`src/rtl/acc_pkg.sv`:
```
// Package for the analog comparator control block: map, fields, types
package acc_pkg;
  // Register word indices; byte address is four times the index (haddr[9:2])
  localparam logic [7:0] ACC_IDX_CTRL_STATUS = 8'h50; // comparator_control_status index
  localparam logic [7:0] ACC_IDX_CONV_B = 8'h7B; // converter_control_b index
  localparam logic [7:0] ACC_IDX_DIDIS = 8'h7F; // digital_input_disable_one index
  localparam logic [7:0] ACC_IDX_AUX = 8'h80; // Extra read-only status index
  localparam logic [7:0] ACC_IDX_IRQ_STAT = 8'h81; // Sticky event status index
  localparam logic [7:0] ACC_IDX_IRQ_MASK = 8'h82; // Event mask index
  // Field positions in comparator_control_status
  localparam int ACC_BIT_DISABLE = 7;
  localparam int ACC_BIT_BANDGAP = 6;
  localparam int ACC_BIT_RESULT = 5;
  localparam int ACC_BIT_FLAG = 4;
  localparam int ACC_BIT_IRQ_EN = 3;
  localparam int ACC_BIT_CAPTURE = 2;
  localparam int ACC_BIT_MODE_HI = 1;
  localparam int ACC_BIT_MODE_LO = 0;
  // Field positions in converter_control_b
  localparam int ACC_BIT_MUX_NEG_EN = 6;
  localparam int ACC_BIT_MUX_HIGH = 3;
  // Field positions in digital_input_disable_one
  localparam int ACC_BIT_NEG_OFF = 1;
  localparam int ACC_BIT_POS_OFF = 0;
  // Write masks: reserved bits ignore writes
  localparam logic [7:0] ACC_WMASK_CS = 8'hDF;
  localparam logic [7:0] ACC_WMASK_CONV_B = 8'h4F;
  localparam logic [7:0] ACC_WMASK_DIDIS = 8'h03;
  // Reset values
  localparam logic [7:0] ACC_RESET_REG = 8'h00;
  localparam logic [1:0] ACC_RESET_EVT = 2'h0;
  // Event status bits: 0 edge event, 1 result change
  localparam int ACC_EVT_EDGE = 0;
  localparam int ACC_EVT_CHANGE = 1;
  // Interrupt mode encodings
  typedef enum logic [1:0] {
    ACC_MODE_TOGGLE = 2'h0,
    ACC_MODE_RESERVED = 2'h1,
    ACC_MODE_FALL = 2'h2,
    ACC_MODE_RISE = 2'h3
  } acc_mode_type;
  // Analog front-end control bundle
  typedef struct packed {
    logic power_off;          // Comparator power switched off
    logic bandgap_sel;        // Positive input is bandgap
    logic neg_from_mux;       // Negative input from channel mux
    logic [3:0] neg_channel;  // Channel pin 0..15
    logic pos_pin_input_off;  // Digital buffer off, positive pin
    logic neg_pin_input_off;  // Digital buffer off, negative pin
  } acc_analog_ctl_type;
endpackage : acc_pkg

```
`src/rtl/acc_ctrl.sv`:
```
// Analog comparator control block with AHB-Lite register slave
`timescale 1ns/1ps
`default_nettype none
module acc_ctrl
  import acc_pkg::*;
(
  // Clock and reset
  input wire logic hclk,
  input wire logic hresetn,
  // AHB-Lite slave
  input wire logic hsel,
  input wire logic [31:0] haddr,
  input wire logic [1:0] htrans,
  input wire logic hwrite,
  input wire logic [2:0] hsize,
  input wire logic [31:0] hwdata,
  input wire logic hready,
  output logic [31:0] hrdata,
  output logic hreadyout,
  output logic hresp,
  // Analog comparator raw output, asynchronous
  input wire logic comparator_raw,
  // Converter state from neighbouring registers
  input wire logic converter_enable,
  input wire logic converter_power_reduce,
  input wire logic [2:0] mux_select_low,
  // CPU interrupt context
  input wire logic global_irq_enable,
  input wire logic irq_vector_ack,
  // Raw digital pin levels, asynchronous
  input wire logic positive_input_pin,
  input wire logic negative_input_pin,
  // Analog front-end control
  output acc_analog_ctl_type analog_ctl,
  // Pin read values and timer capture source
  output logic positive_pin_read,
  output logic negative_pin_read,
  output logic capture_source,
  output logic capture_route_enable,
  // Interrupts
  output logic comparator_irq,
  output logic event_irq
);

  // Register storage
  logic [7:0] ctrl_status; // Writable bits; result and flag kept apart
  logic [7:0] conv_b; // converter_control_b
  logic [7:0] didis; // digital_input_disable_one
  logic comparator_irq_flag; // Sticky edge flag
  logic [1:0] evt_status; // Sticky event status
  logic [1:0] evt_mask; // Event mask

  // Synchronisers: stage one read only by stage two
  logic cmp_meta; // First stage, read only by the second
  logic cmp_sync; // Second stage, settled comparator level
  logic cmp_prev; // Last synchronised value, for edge detection
  logic [1:0] pin_meta;
  logic [1:0] pin_sync;

  // Bus data-phase capture
  logic dp_write;
  logic dp_read;
  logic [7:0] dp_index;

  // Address phase decode
  wire logic ap_valid = hsel && hready && htrans[1];
  wire logic [7:0] ap_index = haddr[9:2];

  // Byte address is four times the index
  wire logic [7:0] wdata8 = hwdata[7:0];

  // Views are plain wires so each register stays the single source
  // Field views of control bits
  wire logic comparator_disable = ctrl_status[ACC_BIT_DISABLE];
  wire logic bandgap_select = ctrl_status[ACC_BIT_BANDGAP];
  wire logic comparator_irq_enable = ctrl_status[ACC_BIT_IRQ_EN];
  wire acc_mode_type irq_mode = acc_mode_type'(ctrl_status[ACC_BIT_MODE_HI:ACC_BIT_MODE_LO]);
  wire logic mux_negative_enable = conv_b[ACC_BIT_MUX_NEG_EN];
  wire logic mux_select_high = conv_b[ACC_BIT_MUX_HIGH];

  // Synchronised result; a powered-off comparator reads low
  // Gating after the synchroniser can show a fall; software masks the irq first
  wire logic comparator_result = cmp_sync && !comparator_disable;

  // Strobes fire in the data phase, one cycle after the address
  // Write strobes per register
  wire logic wr_cs = dp_write && (dp_index == ACC_IDX_CTRL_STATUS);
  wire logic wr_cb = dp_write && (dp_index == ACC_IDX_CONV_B);
  wire logic wr_dd = dp_write && (dp_index == ACC_IDX_DIDIS);
  wire logic wr_st = dp_write && (dp_index == ACC_IDX_IRQ_STAT);
  wire logic wr_mk = dp_write && (dp_index == ACC_IDX_IRQ_MASK);

  // Mux borrowed only with converter off and powered domain
  wire logic mux_borrowed = mux_negative_enable && !converter_enable
                            && !converter_power_reduce;

  // Edges are taken after gating, so a disable shows as a fall
  // Edge classification of synchronised result
  wire logic rise = comparator_result && !cmp_prev;
  wire logic fall = !comparator_result && cmp_prev;

  // Edge-to-mode match, reserved mode triggers nothing
  function automatic logic edge_hit(acc_mode_type m, logic r, logic f);
    case (m)
      ACC_MODE_TOGGLE: edge_hit = r | f;
      ACC_MODE_FALL: edge_hit = f;
      ACC_MODE_RISE: edge_hit = r;
      default: edge_hit = 1'b0;
    endcase
  endfunction : edge_hit

  wire logic edge_event = edge_hit(irq_mode, rise, fall);

  // Flag clear by one-write or vector acknowledge; set wins
  wire logic flag_clear = (wr_cs && wdata8[ACC_BIT_FLAG]) || irq_vector_ack;
  wire logic next_flag = edge_event || (comparator_irq_flag && !flag_clear);

  // Bit 1 ignores the mode: any settled change of the result
  // Event sources for status register
  wire logic [1:0] evt_src = {rise | fall, edge_event};
  wire logic [1:0] next_evt = evt_src | (evt_status & ~(wr_st ? wdata8[1:0] : 2'h0));

  // Reads have no side effects; the flag clears only by write or vector
  // Read mux: reserved bits zero
  logic [7:0] rd_byte;
  always_comb begin
    case (dp_index)
      ACC_IDX_CTRL_STATUS: begin
        rd_byte = ctrl_status;
        rd_byte[ACC_BIT_RESULT] = comparator_result;
        rd_byte[ACC_BIT_FLAG] = comparator_irq_flag;
      end
      ACC_IDX_CONV_B: rd_byte = conv_b;
      ACC_IDX_DIDIS: rd_byte = didis;
      ACC_IDX_AUX: rd_byte = {7'h00, mux_borrowed};
      ACC_IDX_IRQ_STAT: rd_byte = {6'h00, evt_status};
      ACC_IDX_IRQ_MASK: rd_byte = {6'h00, evt_mask};
      default: rd_byte = 8'h00;
    endcase
  end

  // No wait states: every register answers in its data phase
  // Zero-wait slave, always OKAY
  assign hreadyout = 1'b1;
  assign hresp = 1'b0;
  assign hrdata = dp_read ? {24'h000000, rd_byte} : 32'h00000000;

  // Index is kept even when idle; the strobes carry the validity
  // Bus address-phase latch
  always_ff @(posedge hclk or negedge hresetn) begin
    if (!hresetn) begin
      dp_write <= 1'b0;
      dp_read <= 1'b0;
      dp_index <= 8'h00;
    end else if (hready) begin
      dp_write <= ap_valid && hwrite;
      dp_read <= ap_valid && !hwrite;
      dp_index <= ap_index;
    end
  end

  // Bits 2:0 of converter_control_b are stored here too, though this block does not use them
  // Control registers, masked writes
  always_ff @(posedge hclk or negedge hresetn) begin
    if (!hresetn) begin
      ctrl_status <= ACC_RESET_REG;
      conv_b <= ACC_RESET_REG;
      didis <= ACC_RESET_REG;
      evt_mask <= ACC_RESET_EVT;
    end else begin
      // Result and flag positions never stored here
      if (wr_cs) ctrl_status <= wdata8 & ACC_WMASK_CS & ~(8'h01 << ACC_BIT_FLAG);
      if (wr_cb) conv_b <= wdata8 & ACC_WMASK_CONV_B;
      if (wr_dd) didis <= wdata8 & ACC_WMASK_DIDIS;
      if (wr_mk) evt_mask <= wdata8[1:0];
    end
  end

  // Two stages bound metastability; a third flop keeps the edge history
  // Comparator and pin synchronisers
  always_ff @(posedge hclk or negedge hresetn) begin
    if (!hresetn) begin
      cmp_meta <= 1'b0;
      cmp_sync <= 1'b0;
      cmp_prev <= 1'b0;
      pin_meta <= 2'h0;
      pin_sync <= 2'h0;
    end else begin
      // Raw level enters untouched; gating waits for the second stage
      cmp_meta <= comparator_raw;
      cmp_sync <= cmp_meta;
      cmp_prev <= comparator_result;
      pin_meta <= {negative_input_pin, positive_input_pin};
      pin_sync <= pin_meta;
    end
  end

  // A clear in the same cycle as an edge loses, so no event is missed
  // Interrupt flag and event status; set wins over clear
  always_ff @(posedge hclk or negedge hresetn) begin
    if (!hresetn) begin
      comparator_irq_flag <= 1'b0;
      evt_status <= ACC_RESET_EVT;
    end else begin
      comparator_irq_flag <= next_flag;
      evt_status <= next_evt;
    end
  end

  // The analog side acts on these levels directly, with no delay
  // Analog control outputs
  assign analog_ctl.power_off = comparator_disable;
  assign analog_ctl.bandgap_sel = bandgap_select;
  assign analog_ctl.neg_from_mux = mux_borrowed;
  assign analog_ctl.neg_channel = mux_borrowed ? {mux_select_high, mux_select_low}
                                               : 4'h0;
  assign analog_ctl.pos_pin_input_off = didis[ACC_BIT_POS_OFF];
  assign analog_ctl.neg_pin_input_off = didis[ACC_BIT_NEG_OFF];

  // Synchronised first, then masked, as the port logic expects
  // Pin reads forced low while buffer disabled
  assign positive_pin_read = pin_sync[0] && !didis[ACC_BIT_POS_OFF];
  assign negative_pin_read = pin_sync[1] && !didis[ACC_BIT_NEG_OFF];

  // Limitation: the route carries the level only, no filtering here
  // Capture route: timer front end does its own filtering
  assign capture_route_enable = ctrl_status[ACC_BIT_CAPTURE];
  assign capture_source = capture_route_enable && comparator_result;

  // The event path sits beside the flag and has its own mask
  // Interrupt outputs
  assign comparator_irq = comparator_irq_flag && comparator_irq_enable
                          && global_irq_enable;
  assign event_irq = |(evt_status & evt_mask);
endmodule : acc_ctrl
`default_nettype wire

```
`config.mk`:
```
export PLATFORM = sky130hd
export DESIGN_NAME = acc_ctrl
export DESIGN_NICKNAME = d
export VERILOG_FILES = /design/src/rtl/acc_pkg.sv /design/src/rtl/acc_ctrl.sv
export SDC_FILE = /design/constraint.sdc
export NUM_CORES = 1
export LEC_CHECK = 0
export BUFFER_PORTS_ARGS = -buffer_cell sky130_fd_sc_hd__buf_2
export CAP_MARGIN = 25
export CORE_UTILIZATION = 35
export DETAILED_ROUTE_END_ITERATION = 10
export GPL_TIMING_DRIVEN = 0
export PLACE_DENSITY = 0.73
export SLEW_MARGIN = 25
export SYNTH_ARGS = -nofsm -noshare
export SYNTH_HDL_FRONTEND = slang
export SYNTH_SLANG_ARGS = --single-unit
```
`constraint.sdc`:
```
create_clock -name hclk -period 1.9 [get_ports hclk]
set_clock_uncertainty 0.2 [all_clocks]
set_input_delay 0.095 -clock hclk [delete_from_list [all_inputs] [get_ports hclk]]
set_output_delay 0.095 -clock hclk [all_outputs]
set_load 0.005 [all_outputs]
```
# Word level (Yosys, flattened, before mapping)
# Cells that the tools add are included.
[classes]
n_eq_ne = 8
muxes = 5
n_bitwise = 5
n_reduce_logical = 34
[ops]
columns = ["op", "count"]
rows = [
  ["$pmux 8 s6", 1],
  ["$eq 8x7->1 const B", 3],
  ["$eq 8x8->1 const B", 3],
  ["$logic_and 1x1->1", 21],
  ["$logic_not 1->1", 9],
  ["$mux 8", 1],
  ["$and 2x2->2", 2],
  ["$eq 2x2->1 const B", 2],
  ["$mux 4", 1],
  ["$pmux 1 s3", 1],
  ["$logic_not 2->1", 1],
  ["$logic_or 1x1->1", 2],
  ["$mux 2", 1],
  ["$not 2->2", 1],
  ["$or 2x2->2", 1],
  ["$reduce_or 2->1", 1],
  ["$or 1x1->1", 1],
]
[word_totals]
input_bits = 84
regBits = 35
out_inout_bits = 49

# Logic depth before layout (Yosys ltp)
[depth]
word_depth = 7
ltp_mapped = 5
mapped_depth_nobuf = 5

# Least setup slack after synthesis
# Ideal clock, no wire load.
[synth_timing]
path_kind = "register to register"
start = "reg dp_index[2]"
end = "reg ctrl_status[0]"
setup_slack_ns = -0.004
period_less_slack_ns = 1.904
path_stages_with_launch = 6
required_ns = 1.575
arrival_time_ns = 1.579
setup_time_ns = 0.125
path_buffers = 1
path_cell_list = "dfrtp_1 -> buf_6 -> or3_4 -> nor4_4 -> nand2_4 -> mux2_2"
[synth_between]
elab_chain_len = 2
[synth_rtl]
columns = ["item", "line_no", "rtl"]
rows = [
  ["start, declared", "acc_ctrl.sv:63", "logic [7:0] dp_index;"],
  ["start signal, assigned", "acc_ctrl.sv:158", "dp_index <= ap_index;"],
  ["$eq 8x7->1", "acc_ctrl.sv:87", "wire logic wr_cs = dp_write && (dp_index == ACC_IDX_CTRL_STATUS);"],
  ["$logic_and 1x1->1", "acc_ctrl.sv:87", ""],
  ["end signal, assigned", "acc_ctrl.sv:172", "if (wr_cs) ctrl_status <= wdata8 & ACC_WMASK_CS & ~(8'h01 << ACC_BIT_FLAG);"],
  ["end, declared", "acc_ctrl.sv:46", "logic [7:0] ctrl_status;"],
]
# Every way passes these cells.
# A chain may end at the register's enable or synchronous reset.

# Worst setup path in the final report
[layout_timing]
start = "reg dp_index[7]"
end = "out hrdata[3]"
[layout_between]
elab_chain_len = 3
word_cells_on_any_way = 8
classes_between = "6 x eq/ne; 2 x mux"
[layout_rtl]
columns = ["item", "line_no", "rtl"]
rows = [
  ["$eq 8x8->1 / $eq 8x7->1 (equally long branches)", "acc_ctrl.sv:127", "case (dp_index)"],
  ["$pmux 8 s6 (*)", "acc_ctrl.sv:127", ""],
  ["$mux 8 (*)", "acc_ctrl.sv:146", "assign hrdata = dp_read ? {24'h000000, rd_byte} : 32'h00000000;"],
  ["end, declared", "acc_ctrl.sv:18", "output logic [31:0] hrdata,"],
]
# Mark *: on every way between the ends. The rest lies on a longest branch, timed or not.

==> impl_metrics.json <==
{
  "start_util_pct": 36.13,
  "worst_pin_slew_ns": 0.7640,
  "synth_area_um2": 1846,
  "status": "finished with violations",
  "grt_usage_pct": 14.89,
  "critical_path_arrival_ns": 1.79,
  "grt_pass1_vias": 1379,
  "grt_pass1_wl_um": 6127,
  "cp_max_fo": 5,
  "ir_worst_vdd_v": 0.0004319,
  "io_pins": 133,
  "clock-root-buffer": "clkbuf_8",
  "synth.area.top_cells": "dfrtp_1 47%, mux2_2 15%, buf_4 12%, and2_1 2.0%, and3_1 1.7%",
  "cts_buffers": 5,
  "yosys_warnings": 0,
  "synth.top_cell.area_share_pct": 47.46,
  "fin_cells": 343,
  "place.gp.congestion": 0.8625,
  "netlist_instances": 158,
  "drc_errors": 0,
  "dpl.hpwl_um": 2698,
  "violations": "setup timing",
  "finalInstanceArea_um2": 2731,
  "htree_levels": 2,
  "path_class": "flop to output port",
  "reg2reg_setup_slack_ns": -0.14,
  "antenna_found_initial": 0,
  "vias": 1466,
  "cts_tree": "yes",
  "drive_gt1_share_pct": 49.45,
  "synth_seq_cells": 35,
  "clock_path_buffers": 2,
  "fin_nets": 360,
  "tns_ns": -2.540,
  "clock_sinks": 35,
  "wl_per_cell_um": 11.20,
  "rsz0062_at_grt": "yes",
  "synthToLayoutAreaGrowth_pct": 48.00,
  "p_leak_nw": 1.389,
  "viasPerCell": 4.274,
  "grt-ovfl-total": 0,
  "dr.pass1.iters": 4,
  "place_inst": 305,
  "p_per_area_nw_per_um2": 575.9,
  "required_ns": 1.60,
  "slew_violations": 0,
  "yosysTopAreaCell": "dfrtp_1",
  "fin_crit_ns": 2.086,
  "ys_types": 39,
  "routed_wl_um": 3841,
  "placed_area_um2": 2288,
  "yosysSeqAreaShare_pct": 47.46,
  "finalCritPeriodShare_pct": 109.8,
  "endpoint_kind": "output port",
  "cap_violations": 0,
  "core_area_um2": 5107,
  "holdWs_ns": 0.05507,
  "antennaDiodeCount": 0,
  "syn_avg_cell_area_um2": 11.68,
  "row_count": 26,
  "nFillCells": 468,
  "r2r_cells": 8,
  "dieArea_um2": 5567,
  "critical_path.startpoint_type": "flop",
  "hold_path_class": "primary input to flop",
  "first_iter_violations": 51,
  "slew_headroom_pct": 49.06,
  "die_height_um": 74.62,
  "path_clk_slew_ns": 0.06,
  "finalHoldViolations": 0,
  "numPortBuffers": 53,
  "fmax_mhz": 479.4,
  "min_path_cells": 3,
  "insertion_delay_ns": 0.28,
  "setup_violations": 20,
  "fp.dieW_um": 74.62,
  "worst_slack_ns": -0.1858,
  "grt_max_degree": 36,
  "detail-route-antenna-nets": 0
}
## area by class of cell
| type | count | area [um^2] | share of cell area [%] |
|---|---|---|---|
| timing repair buffer | 86 | 583.1 | 21.35 |
| sequential | 35 | 878.3 | 32.16 |
| tap | 70 | 87.58 | 3.207 |
| clock buffer | 6 | 72.57 | 2.657 |
| inverter | 7 | 26.28 | 0.9620 |
| buffer | 30 | 221.5 | 8.108 |
| multi-input combinational | 109 | 862.1 | 31.56 |
## repair_timing
action / CTS / global route
pin swaps: 7 / 7
resized for setup: 6 / 10
setup buffers: 7 / 1
hold buffers: 25 / 0
setup endpoints to repair: 26 / 24
hold endpoints to repair: 66 / 0
## metrics by stage
| stage | setup slack (ns) | util (%) | total power (W) |
|---|---|---|---|
| after floorplan | -0.004016 | - | 0.0009726 |
| after global routing | -0.2871 | 53.48 | 0.001669 |
| after global placement | -0.2032 | 44.81 | 0.001051 |
| final | -0.1858 | 53.48 | 0.001573 |
| after CTS | -0.3041 | 52.55 | 0.001581 |
| after detailed placement | -0.2214 | 44.81 | 0.001055 |
## logic make-up (layout without fill, tap and decap cells)
| group | count (synthesis) | count (layout) | synth area share, % |
|---|---|---|---|
| flops | 35 | 35 | 47.46 |
| compound gates | 17 | 17 | 7.051 |
| simple gates | 38 | 38 | 13.97 |
| buf+inv | 38 | 129 | 14.03 |
| fa+ha+maj | 2 | 2 | 1.356 |
| other cells | 2 | 26 | 0.4069 |
| mux | 26 | 26 | 15.73 |
## cells in the mapped netlist
cell type / number
dfrtp_1: 35
buf_4: 29
mux2_2: 24
inv_1: 7
and2_1: 6
and3_1: 5
nor2b_1: 4
a22oi_1: 3
nand2_1: 3
nor3b_1: 3
o21ai_0: 3
a32o_1: 2
conb_1: 2
ha_1: 2
mux2i_1: 2
nand2b_1: 2
nand4_1: 2
nor2_1: 2
nor3_1: 2
a211o_1: 1
a21oi_1: 1
a221o_1: 1
a22o_1: 1
a2bb2oi_1: 1
a311oi_1: 1
buf_1: 1
buf_6: 1
nand2_4: 1
nand3_1: 1
nand3b_1: 1
nand4b_1: 1
nor3_2: 1
nor4_1: 1
nor4_4: 1
o21a_1: 1
o22a_1: 1
o22ai_1: 1
or2_2: 1
or3_4: 1
## state kept, by name, summed over array words and instances, names as in the netlist, 2 cells and up
| register | count |
|---|---|
| evt_mask | 2 |
| evt_status | 2 |
| pin_sync | 2 |
| conv_b | 5 |
| didis | 2 |
| pin_meta | 2 |
| ctrl_status | 6 |
| dp_index | 8 |
## placed cells by master (no fill, tap or decap), drive strengths merged
cell type / n
o22ai: 1
dlygate4sd3: 25
inv: 7
a22o: 1
nor2b: 4
conb: 26
nand2: 4
a2bb2oi: 1
a211o: 1
nor3b: 3
nand4b: 1
mux2: 24
ha: 2
nand3: 1
buf: 91
o21ai: 3
or2: 1
mux2i: 2
clkbuf: 6
and3: 5
nor2: 2
nand2b: 2
a221o: 1
nand4: 2
o22a: 1
a21oi: 1
o21a: 1
or3: 1
and2: 6
nor4: 2
a32o: 2
nand3b: 1
a22oi: 3
a311oi: 1
nor3: 3
dfrtp: 35
## power breakdown
group          switching [W]  total (W)  internal, W
clock               0.000232   0.000475     0.000244
sequential         0.0000407   0.000831     0.000790
combinational       0.000105   0.000267     0.000162
total               0.000377    0.00157      0.00120
## routing by layer
metal	vias to the layer above	GRT usage [%]	wire length, um
li1	728	-	-
met4	0	6.918	62
met1	676	17.73	1619
met5	-	0	0
met3	7	4.150	217
met2	55	25.03	1942
## critical path, cell delays in order, from the launching register on
cell and delay, ns:
dfrtp_1 0.39, nand3b_1 0.22, buf_6 0.15, nor4_4 0.20, buf_4 0.18, and2_4 0.14
a32o_1 0.12, buf_2 0.11
## worst paths after layout
kind                                            end        start
worst max-delay path                      hrdata[3]  dp_index[7]
min in group asynchronous            ctrl_status[3]      hresetn
max in group asynchronous               dp_index[0]      hresetn
worst max register to register       ctrl_status[6]  dp_index[7]
worst min-delay path            comparator_irq_flag    hwdata[4]
worst min register to register             cmp_sync     cmp_meta
Note: power is estimated with default switching activity, not from simulation.
